[src/hdl/bfhp_cfg.svh]
`ifndef BFHP_CFG_SVH
`define BFHP_CFG_SVH

// ==========================================================
// Widths and depths
`define BFHP_DATA_W 8
`define BFHP_PTR_W 3
`define BFHP_CNT_W 4
`define BFHP_BUF_FULL 4'h8
`define BFHP_TIMER_W 20
`define BFHP_SYNC_W 12

// ==========================================================
// Timing
`define BFHP_CLK_HZ 20000000
`define BFHP_TX_TIMEOUT_MS 16
`define BFHP_WAKE_MIN_MS 20
`define BFHP_TX_TIMEOUT_CYC ((`BFHP_CLK_HZ / 1000) * `BFHP_TX_TIMEOUT_MS)
`define BFHP_WAKE_MIN_CYC ((`BFHP_CLK_HZ * `BFHP_WAKE_MIN_MS + 999) / 1000)

// ==========================================================
// Reset values
`define BFHP_SYNC_RST 12'hFFF

`endif

[src/hdl/bfhp_pkg.sv]
`include "bfhp_cfg.svh"

package bfhp_pkg;
    typedef logic [`BFHP_DATA_W-1:0] bfhp_byte_t;
    typedef logic [`BFHP_CNT_W-1:0] bfhp_cnt_t;
    typedef logic [`BFHP_PTR_W-1:0] bfhp_ptr_t;
    typedef enum logic [1:0] {
        BFHP_IDLE = 2'b01,
        BFHP_DRAIN = 2'b10
    } bfhp_tx_e;
endpackage

[src/hdl/bfhp_sync.sv]
`timescale 1ns/100ps
`default_nettype none

module bfhp_sync #(
    parameter int W = 1,
    parameter logic [W-1:0] RST = '1
) (
    input wire logic clk_sys,
    input wire logic rstn,
    input wire logic ce,
    input wire logic [W-1:0] din,
    output logic [W-1:0] dout
);
    logic [W-1:0] s1, s2, s3;
    logic [W-1:0] next_dout;

    // A bit changes only once the second and third stages agree.
    always_comb begin
        next_dout = dout;
        for (int i = 0; i < W; i++) begin
            if (s2[i] == s3[i]) begin
                next_dout[i] = s3[i];
            end
        end
    end

    always_ff @(posedge clk_sys or negedge rstn) begin
        if (!rstn) begin
            s1 <= RST;
            s2 <= RST;
            s3 <= RST;
            dout <= RST;
        end else if (ce) begin
            s1 <= din;
            s2 <= s1;
            s3 <= s2;
            dout <= next_dout;
        end
    end
endmodule // bfhp_sync

`default_nettype wire

[src/hdl/bfhp_top.sv]
// What this block does
// - A falling write strobe samples the eight data lines and appends the byte to the transmit buffer.
// - Buffered transmit bytes are forwarded before the 16 ms transmit timeout expires.
// - While the read strobe is low the current receive byte is driven on the data lines.
// - A rising read strobe releases the data lines and advances the receive buffer.
// - Both flag pins are undriven while the block is in reset.
// - The receive flag is low while any byte waits and high when the receive buffer is empty.
// - In suspend with remote wakeup on, the receive flag pin is an input and a 20 ms low requests resume.
// - The data bus is eight bits, bit 7 most significant, shared by both directions.
// - Interface inputs pass through synchronisers on the system clock; the interface clock driven out is that clock divided by two.
// - A send-now low pulse in normal operation flushes pending transmit data on the next bulk-in request.
`timescale 1ns/100ps
`default_nettype none
`include "bfhp_cfg.svh"

module bfhp_top #(
    parameter logic [`BFHP_TIMER_W-1:0] TX_TIMEOUT_CYC = `BFHP_TIMER_W'(`BFHP_TX_TIMEOUT_CYC),
    parameter logic [`BFHP_TIMER_W-1:0] WAKE_MIN_CYC = `BFHP_TIMER_W'(`BFHP_WAKE_MIN_CYC)
) (
    input wire logic clk_sys,
    input wire logic rstn,
    input wire logic ce,
    input wire logic wrStrobeN,
    input wire logic rdStrobeN,
    input wire bfhp_pkg::bfhp_byte_t busIn,
    output bfhp_pkg::bfhp_byte_t busOut,
    output logic busOe,
    output logic txSpaceFlagN,
    output logic txSpaceFlagOe,
    input wire logic rxDataFlagNIn,
    output logic rxDataFlagN,
    output logic rxDataFlagOe,
    input wire logic sendNowWakeInput,
    input wire logic powerEnableIndicatorN,
    input wire logic remoteWakeEnable,
    output logic resumeRequest,
    input wire logic bulkInRequest,
    output bfhp_pkg::bfhp_byte_t txOutData,
    output logic txOutValid,
    input wire bfhp_pkg::bfhp_byte_t rxInData,
    input wire logic rxInValid,
    output logic rxInReady,
    output logic interfaceClockOut
);
    import bfhp_pkg::*;

    // ==========================================================
    // Pin synchronisers
    logic wrSyn, rdSyn, snSyn, rxPinSyn;
    bfhp_byte_t busSyn;
    logic wrPrev, rdPrev, snPrev;

    bfhp_sync #(.W(`BFHP_SYNC_W), .RST(`BFHP_SYNC_RST)) u_sync (
        .clk_sys(clk_sys),
        .rstn(rstn),
        .ce(ce),
        .din({wrStrobeN, rdStrobeN, sendNowWakeInput, rxDataFlagNIn, busIn}),
        .dout({wrSyn, rdSyn, snSyn, rxPinSyn, busSyn})
    );

    wire logic wrFalls = wrPrev & ~wrSyn;
    wire logic rdRises = ~rdPrev & rdSyn;
    wire logic snFalls = snPrev & ~snSyn;
    wire logic suspended = powerEnableIndicatorN;
    wire logic wakeArmed = suspended & remoteWakeEnable;

    // ==========================================================
    // Transmit buffer and flush control
    bfhp_byte_t txMem [`BFHP_BUF_FULL];
    bfhp_ptr_t txWp, txRp, next_txWp, next_txRp;
    bfhp_cnt_t txCnt, next_txCnt;
    bfhp_tx_e txState, next_txState;
    logic [`BFHP_TIMER_W-1:0] txTimer, next_txTimer;
    logic sendNowPend, next_sendNowPend;
    logic txPush, txPop, goDrain;
    bfhp_byte_t next_txOutData;
    logic next_txOutValid, next_txSpaceFlagN;

    always_comb begin
        txPush = wrFalls && (txCnt != `BFHP_BUF_FULL);
        txPop = (txState == BFHP_DRAIN) && (txCnt != '0);
        goDrain = (txState == BFHP_IDLE) && (txCnt != '0)
            && ((txTimer >= TX_TIMEOUT_CYC - 1'b1) || (txCnt == `BFHP_BUF_FULL)
            || (sendNowPend && bulkInRequest));
        next_txWp = txPush ? txWp + 1'b1 : txWp;
        next_txRp = txPop ? txRp + 1'b1 : txRp;
        next_txCnt = txCnt + bfhp_cnt_t'(txPush) - bfhp_cnt_t'(txPop);
        next_txOutValid = txPop;
        next_txOutData = txPop ? txMem[txRp] : txOutData;
        case (txState)
            BFHP_IDLE: begin
                next_txState = goDrain ? BFHP_DRAIN : BFHP_IDLE;
            end
            BFHP_DRAIN: begin
                next_txState = (next_txCnt == '0) ? BFHP_IDLE : BFHP_DRAIN;
            end
            default: begin
                next_txState = BFHP_IDLE;
            end
        endcase
        if (txCnt == '0 || txState == BFHP_DRAIN || goDrain) begin
            next_txTimer = '0;
        end else begin
            next_txTimer = txTimer + 1'b1;
        end
        // send-now latch, a new pulse wins over the clear
        next_sendNowPend = sendNowPend;
        if (bulkInRequest) begin
            next_sendNowPend = 1'b0;
        end
        if (snFalls && !suspended) begin
            next_sendNowPend = 1'b1;
        end
        // full buffer raises the space flag
        next_txSpaceFlagN = (next_txCnt == `BFHP_BUF_FULL);
    end

    always_ff @(posedge clk_sys or negedge rstn) begin
        if (!rstn) begin
            txWp <= '0;
            txRp <= '0;
            txCnt <= '0;
            txState <= BFHP_IDLE;
            txTimer <= '0;
            sendNowPend <= 1'b0;
            txOutValid <= 1'b0;
            txOutData <= 8'h00;
            txSpaceFlagN <= 1'b1;
        end else if (ce) begin
            txWp <= next_txWp;
            txRp <= next_txRp;
            txCnt <= next_txCnt;
            txState <= next_txState;
            txTimer <= next_txTimer;
            sendNowPend <= next_sendNowPend;
            txOutValid <= next_txOutValid;
            txOutData <= next_txOutData;
            txSpaceFlagN <= next_txSpaceFlagN;
        end
    end

    always_ff @(posedge clk_sys) begin
        if (ce && txPush) begin
            txMem[txWp] <= busSyn;
        end
    end

    // ==========================================================
    // Receive buffer and data bus
    bfhp_byte_t rxMem [`BFHP_BUF_FULL];
    bfhp_ptr_t rxWp, rxRp, next_rxWp, next_rxRp;
    bfhp_cnt_t rxCnt, next_rxCnt;
    logic rxPush, rxPop;
    bfhp_byte_t next_busOut;
    logic next_busOe, next_rxDataFlagN, next_rxInReady;

    always_comb begin
        rxPush = rxInValid && rxInReady;
        rxPop = rdRises && (rxCnt != '0);
        next_rxWp = rxPush ? rxWp + 1'b1 : rxWp;
        next_rxRp = rxPop ? rxRp + 1'b1 : rxRp;
        next_rxCnt = rxCnt + bfhp_cnt_t'(rxPush) - bfhp_cnt_t'(rxPop);
        // head byte, bypassed when it lands this cycle
        if (rxPush && (next_rxRp == rxWp)) begin
            next_busOut = rxInData;
        end else begin
            next_busOut = rxMem[next_rxRp];
        end
        // drive only while the strobe is low
        next_busOe = ~rdSyn;
        next_rxDataFlagN = (next_rxCnt == '0);
        next_rxInReady = (next_rxCnt != `BFHP_BUF_FULL);
    end

    always_ff @(posedge clk_sys or negedge rstn) begin
        if (!rstn) begin
            rxWp <= '0;
            rxRp <= '0;
            rxCnt <= '0;
            busOut <= 8'h00;
            busOe <= 1'b0;
            rxDataFlagN <= 1'b1;
            rxInReady <= 1'b0;
            wrPrev <= 1'b1;
            rdPrev <= 1'b1;
            snPrev <= 1'b1;
        end else if (ce) begin
            rxWp <= next_rxWp;
            rxRp <= next_rxRp;
            rxCnt <= next_rxCnt;
            busOut <= next_busOut;
            busOe <= next_busOe;
            rxDataFlagN <= next_rxDataFlagN;
            rxInReady <= next_rxInReady;
            wrPrev <= wrSyn;
            rdPrev <= rdSyn;
            snPrev <= snSyn;
        end
    end

    always_ff @(posedge clk_sys) begin
        if (ce && rxPush) begin
            rxMem[rxWp] <= rxInData;
        end
    end

    // ==========================================================
    // Flag pin drive, remote wakeup and interface clock
    logic [`BFHP_TIMER_W-1:0] wakeCnt, next_wakeCnt;
    logic next_resumeRequest, next_txSpaceFlagOe, next_rxDataFlagOe;

    always_comb begin
        // flags leave tri-state only after reset
        next_txSpaceFlagOe = 1'b1;
        // receive flag pin turns input in armed suspend
        next_rxDataFlagOe = ~wakeArmed;
        if (!wakeArmed || rxPinSyn) begin
            next_wakeCnt = '0;
        end else if (wakeCnt != WAKE_MIN_CYC) begin
            next_wakeCnt = wakeCnt + 1'b1;
        end else begin
            next_wakeCnt = wakeCnt;
        end
        // one resume pulse per long low
        next_resumeRequest = wakeArmed && !rxPinSyn && (wakeCnt == WAKE_MIN_CYC - 1'b1);
    end

    always_ff @(posedge clk_sys or negedge rstn) begin
        if (!rstn) begin
            txSpaceFlagOe <= 1'b0;
            rxDataFlagOe <= 1'b0;
            wakeCnt <= '0;
            resumeRequest <= 1'b0;
            interfaceClockOut <= 1'b0;
        end else if (ce) begin
            txSpaceFlagOe <= next_txSpaceFlagOe;
            rxDataFlagOe <= next_rxDataFlagOe;
            wakeCnt <= next_wakeCnt;
            resumeRequest <= next_resumeRequest;
            // interface clock divided from the system clock
            interfaceClockOut <= ~interfaceClockOut;
        end
    end
endmodule // bfhp_top

`default_nettype wire

[config.mk]
export PLATFORM = sky130hd
export DESIGN_NAME = bfhp_top
export DESIGN_NICKNAME = d
export VERILOG_FILES = /design/src/hdl/bfhp_pkg.sv /design/src/hdl/bfhp_sync.sv /design/src/hdl/bfhp_top.sv
export VERILOG_INCLUDE_DIRS = /design/src /design/src/hdl
export SDC_FILE = /design/constraint.sdc
export NUM_CORES = 1
export LEC_CHECK = 0
export BUFFER_PORTS_ARGS = -buffer_cell sky130_fd_sc_hd__buf_2
export CORE_MARGIN = 5
export CORE_UTILIZATION = 38
export CTS_CLUSTER_SIZE = 25
export DETAILED_ROUTE_END_ITERATION = 7
export GPL_TIMING_DRIVEN = 0
export PLACE_DENSITY_LB_ADDON = 0.15
export SYNTH_ARGS = -nofsm -noshare
export SYNTH_HDL_FRONTEND = slang
export SYNTH_SLANG_ARGS = --single-unit
[constraint.sdc]
create_clock -name clk_sys -period 5.4 [get_ports clk_sys]
set_input_delay 0.54 -clock clk_sys [delete_from_list [all_inputs] [get_ports clk_sys]]
set_output_delay 0.54 -clock clk_sys [all_outputs]
set_load 0.01 [all_outputs]
==> impl_results.rst <==
.. list-table::
   :header-rows: 1

   * - Metric
     - Value
   * - Clk_skew
     - 13.6 ps
   * - Startpoint Class
     - flip-flop
   * - Sequential element share of the synthesized area
     - 0.603
   * - Initial antenna violation count
     - 3
   * - Net count reported at finish
     - 1,079
   * - Largest net degree at the start of global routing
     - 71
   * - Post-DP HPWL
     - 18.7 mm
   * - Cell at the root of the clock tree
     - sky130_fd_sc_hd__clkbuf_16
   * - Yosys warning total
     - 0
   * - Power per Cell Area
     - 508 mW/mm2
   * - Final Slew Violations
     - 0
   * - VDD IR-drop max
     - 0.000286 V
   * - Register-to-register setup slack
     - 2270 ps
   * - Ys async rst share
     - 0.521
   * - Height of the chip
     - 190 um
   * - Part of the cycle the worst path needs
     - 0.580
   * - Worst min path class
     - input pin to flip-flop
   * - Yosys cell types
     - 76
   * - Antenna-violating nets left
     - 0
   * - Category of the critical setup timing path
     - flip-flop to flip-flop
   * - Combinational family with the most area after synthesis
     - multiplexers
   * - RSZ-0062 raised after global routing
     - false
   * - Pre-CTS worst setup slack
     - 1950 ps
   * - Max-capacitance violation count
     - 0
   * - Most numerous cell on the critical path
     - sky130_fd_sc_hd__nor3b_1
   * - Worst endpoint required time
     - 5840 ps
   * - Number of top-level pins
     - 52
   * - Area share of xor/xnor cells in the synthesized design
     - 0.0270
   * - Total detailed-routing wirelength
     - 27.4 mm
   * - Number of port buffers
     - 50
   * - Effective utilization at floorplan
     - 0.386
   * - Max Buffers Root-to-Sink
     - 3
   * - Compound-Gate Fraction of Synth Area
     - 0.0870
   * - Die footprint
     - 0.0359 mm2
   * - Via/cell ratio
     - 5.27
   * - Die Span X
     - 190 um
   * - Final Hold Violating Endpoints
     - 0
   * - Total of flip-flops plus latches after synthesis
     - 267
   * - Inserted Clock Buffers
     - 30
   * - Multiplexer fraction of the synthesized cell area
     - 0.122
   * - Post-synthesis cell count
     - 943
   * - Maximum fanout along the worst path
     - 5
   * - Clock latency on the worst-skew pair
     - 550 ps
   * - Standard-cell rows
     - 65
   * - Starting DRT DRC Count
     - 438
   * - Post-synth design cell area
     - 0.0122 mm2
   * - Post-Syn Area per Cell
     - 13.0 um2
   * - Status
     - finished clean
   * - Hold buffer count at CTS
     - 1
   * - Slowest Stage Delay on Critical Path
     - 370 ps
   * - Final worst slack
     - 2270 ps
   * - Placer's final routability congestion estimate
     - 0.797
   * - Signed area change from the synthesized netlist to the final layout
     - 15.0%
   * - LEAKAGE
     - 5.45 nW
   * - CTS H-Tree Depth
     - 1
   * - Share of synthesized cell area in and, or, nand and nor gates
     - 0.106
   * - GRT Util Overall
     - 0.154
   * - Vias in the first global route
     - 7,980
   * - Core area
     - 0.0317 mm2
   * - Most common flop cell mapped by yosys
     - sky130_fd_sc_hd__edfxtp_1
   * - Worst-path cell chain
     - inv_1 -> ha_1 -> nor3b_1 -> nor3b_1 -> or2_2 -> nand2_1 -> ha_1 -> inv_1 -> fa_1 -> xnor2_1 -> nor3b_1 -> a21oi_1 -> a211o_1
   * - TritonCTS clock tree
     - yes
   * - Fraction of final layout cells with drive strength greater than 1
     - 0.235
   * - DRC violations left
     - 0
   * - DR pass1 iterations
     - 5
   * - Min Clock Period, post-route
     - 3130 ps
   * - Sink Count
     - 267
   * - Area share of fa/ha/maj cells after synthesis
     - 0.0227
   * - Drt wl/cell
     - 18.8 um
   * - Pin slew with the least headroom to its limit
     - 1240 ps
   * - Arrival time of data at the critical path endpoint
     - 3570 ps
   * - Vias
     - 7,677
   * - Count of final setup violators
     - 0
   * - Type of element capturing the critical path
     - flip-flop
   * - Post-CTS setup buffer count
     - 0
   * - Total Negative Setup Slacks
     - 0 ps
   * - Nets in the synthesized netlist
     - 991
   * - Slowest stage cell on the critical path
     - sky130_fd_sc_hd__fa_1
   * - PostCTS Resize Cnt
     - 0
   * - Fmax
     - 0.319 GHz
   * - Wire length of the first global-routing pass
     - 44.5 mm
   * - Clock transition at path regs
     - 60 ps
   * - Global-route congestion overflow total
     - 0
   * - Worst-case headroom to the max-slew limit
     - 0.171
   * - EDFF count, synth
     - 128
[critical path: cells and delay by family (launching register included)]
family          cells  cell delay [ps]
compound gates      2              350
xor+xnor            1              160
fa+ha+maj           3              680
buf+inv             2              160
flops               1              360
simple gates        5             1280
[synthesized netlist by cell type, types with 3 or more instances]
| master | n | area (um2) |
|---|---|---|
| sky130_fd_sc_hd__nor2b_1 | 7 | 43.8 |
| sky130_fd_sc_hd__nor4bb_1 | 3 | 30.0 |
| sky130_fd_sc_hd__and2_1 | 5 | 31.3 |
| sky130_fd_sc_hd__ha_1 | 19 | 238 |
| sky130_fd_sc_hd__mux4_2 | 19 | 428 |
| sky130_fd_sc_hd__and3_1 | 6 | 37.5 |
| sky130_fd_sc_hd__o22a_1 | 15 | 131 |
| sky130_fd_sc_hd__nor4_1 | 10 | 62.6 |
| sky130_fd_sc_hd__inv_1 | 45 | 169 |
| sky130_fd_sc_hd__o21ai_0 | 60 | 300 |
| sky130_fd_sc_hd__nand3_1 | 26 | 130 |
| sky130_fd_sc_hd__nand3b_1 | 3 | 22.5 |
| sky130_fd_sc_hd__nand2b_1 | 9 | 56.3 |
| sky130_fd_sc_hd__a21oi_1 | 25 | 125 |
| sky130_fd_sc_hd__nor3b_1 | 3 | 22.5 |
| sky130_fd_sc_hd__a31oi_1 | 5 | 31.3 |
| sky130_fd_sc_hd__o2bb2ai_1 | 3 | 26.3 |
| sky130_fd_sc_hd__nor2_1 | 46 | 173 |
| sky130_fd_sc_hd__buf_1 | 11 | 41.3 |
| sky130_fd_sc_hd__nor4b_1 | 3 | 26.3 |
| sky130_fd_sc_hd__nand4_1 | 12 | 75.1 |
| sky130_fd_sc_hd__a311o_1 | 8 | 80.1 |
| sky130_fd_sc_hd__xnor2_1 | 21 | 184 |
| sky130_fd_sc_hd__or4_1 | 5 | 37.5 |
| sky130_fd_sc_hd__clkbuf_1 | 16 | 60.1 |
| sky130_fd_sc_hd__o22ai_1 | 15 | 93.8 |
| sky130_fd_sc_hd__or2_2 | 3 | 18.8 |
| sky130_fd_sc_hd__xor2_1 | 13 | 114 |
| sky130_fd_sc_hd__mux2i_1 | 66 | 661 |
| sky130_fd_sc_hd__edfxtp_1 | 128 | 3840 |
| sky130_fd_sc_hd__o31ai_1 | 3 | 22.5 |
| sky130_fd_sc_hd__mux2_2 | 34 | 383 |
| sky130_fd_sc_hd__buf_4 | 3 | 22.5 |
| sky130_fd_sc_hd__dfrtp_1 | 85 | 2130 |
| sky130_fd_sc_hd__nor3_1 | 10 | 50.1 |
| sky130_fd_sc_hd__a21o_1 | 5 | 37.5 |
| sky130_fd_sc_hd__o21ai_1 | 11 | 55.1 |
| sky130_fd_sc_hd__buf_2 | 12 | 60.1 |
| sky130_fd_sc_hd__or3_1 | 16 | 100 |
| sky130_fd_sc_hd__nand2_1 | 59 | 221 |
| sky130_fd_sc_hd__dfstp_2 | 54 | 1420 |
[area by class of cell]
cell class | count | area [um2]
fillers | 2894 | 17600
clock buffers | 45 | 895
flip-flops and latches | 267 | 7390
plain buffers | 45 | 215
inverters | 46 | 173
multi-input cells | 585 | 4490
repair buffers | 56 | 328
well taps | 402 | 503
clock inverters | 11 | 91.3
diodes | 1 | 2.50
[path summary, 6_finish.rpt]
kind	start	end	cells after the start
max in group asynchronous	rstn	rxDataFlagN	3
setup / recovery	txCnt[2]	txState[1]	13
hold reg to reg	interfaceClockOut	interfaceClockOut	1
min in group asynchronous	rstn	txTimer[13]	2
setup reg to reg	txCnt[2]	txState[1]	13
hold / removal	remoteWakeEnable	rxDataFlagOe	2
[cell families (layout without fill, tap and decap cells)]
kind of cell	Yosys count	after routing
compound gates	168	168
xor+xnor	36	36
fa+ha+maj	21	21
buf+inv	91	203
flops	267	267
mux	120	120
other cells	0	1
simple gates	240	240
[through the flow]
stage               power [W]  hold slack, ps   util  cell area [um2]  instances
finish                0.00715             210  0.444            14100       1458
global route          0.00761             194  0.444            14100       1457
CTS                   0.00727             180  0.444            14100       1457
detailed placement    0.00523             450  0.413            13100       1400
global placement      0.00517             444  0.410            13000       1395
floorplan             0.00453             244      -            12200        943
[layout by cell type, fill, tap and decap left out, drive strengths merged, types with 7 or more instances in the layout]
| cell | count |
|---|---|
| nand2 | 60 |
| mux4 | 20 |
| o21ai | 72 |
| edfxtp | 128 |
| nor3 | 12 |
| or3 | 16 |
| nor2b | 7 |
| xor2 | 13 |
| nor4 | 12 |
| a21oi | 26 |
| nand3 | 29 |
| a311o | 8 |
| nand2b | 9 |
| xnor2 | 23 |
| nor2 | 46 |
| clkinv | 11 |
| ha | 19 |
| mux2 | 34 |
| nand4 | 12 |
| o22a | 15 |
| inv | 45 |
| buf | 83 |
| o22ai | 15 |
| clkbuf | 62 |
| dfrtp | 85 |
| dfstp | 54 |
| mux2i | 66 |
[power breakdown]
part / switching, W / internal (W)
combinational: 0.00127 / 0.00103
sequential: 0.000260 / 0.00259
clock: 0.000804 / 0.00119
total: 0.00234 / 0.00482
[routing by layer]
metal / global-route usage / part of all wire / vias to the layer above
li1: - / - / 3681
met1: 0.202 / 0.44 / 3825
met2: 0.266 / 0.50 / 119
met3: 0.0270 / 0.035 / 48
met4: 0.0384 / 0.023 / 4
met5: 0 / 0.00091 / -
[state kept, by name, summed over array words and instances (netlist names), 4 cells and up]
name	cells
txCnt	4
u_sync.s2	12
wakeCnt	20
txTimer	20
u_sync.s1	12
u_sync.s3	12
rxCnt	4
busOut	8
rxMem	64
txOutData	8
u_sync.dout	12
txMem	64
(Power assumes the default switching activity.)
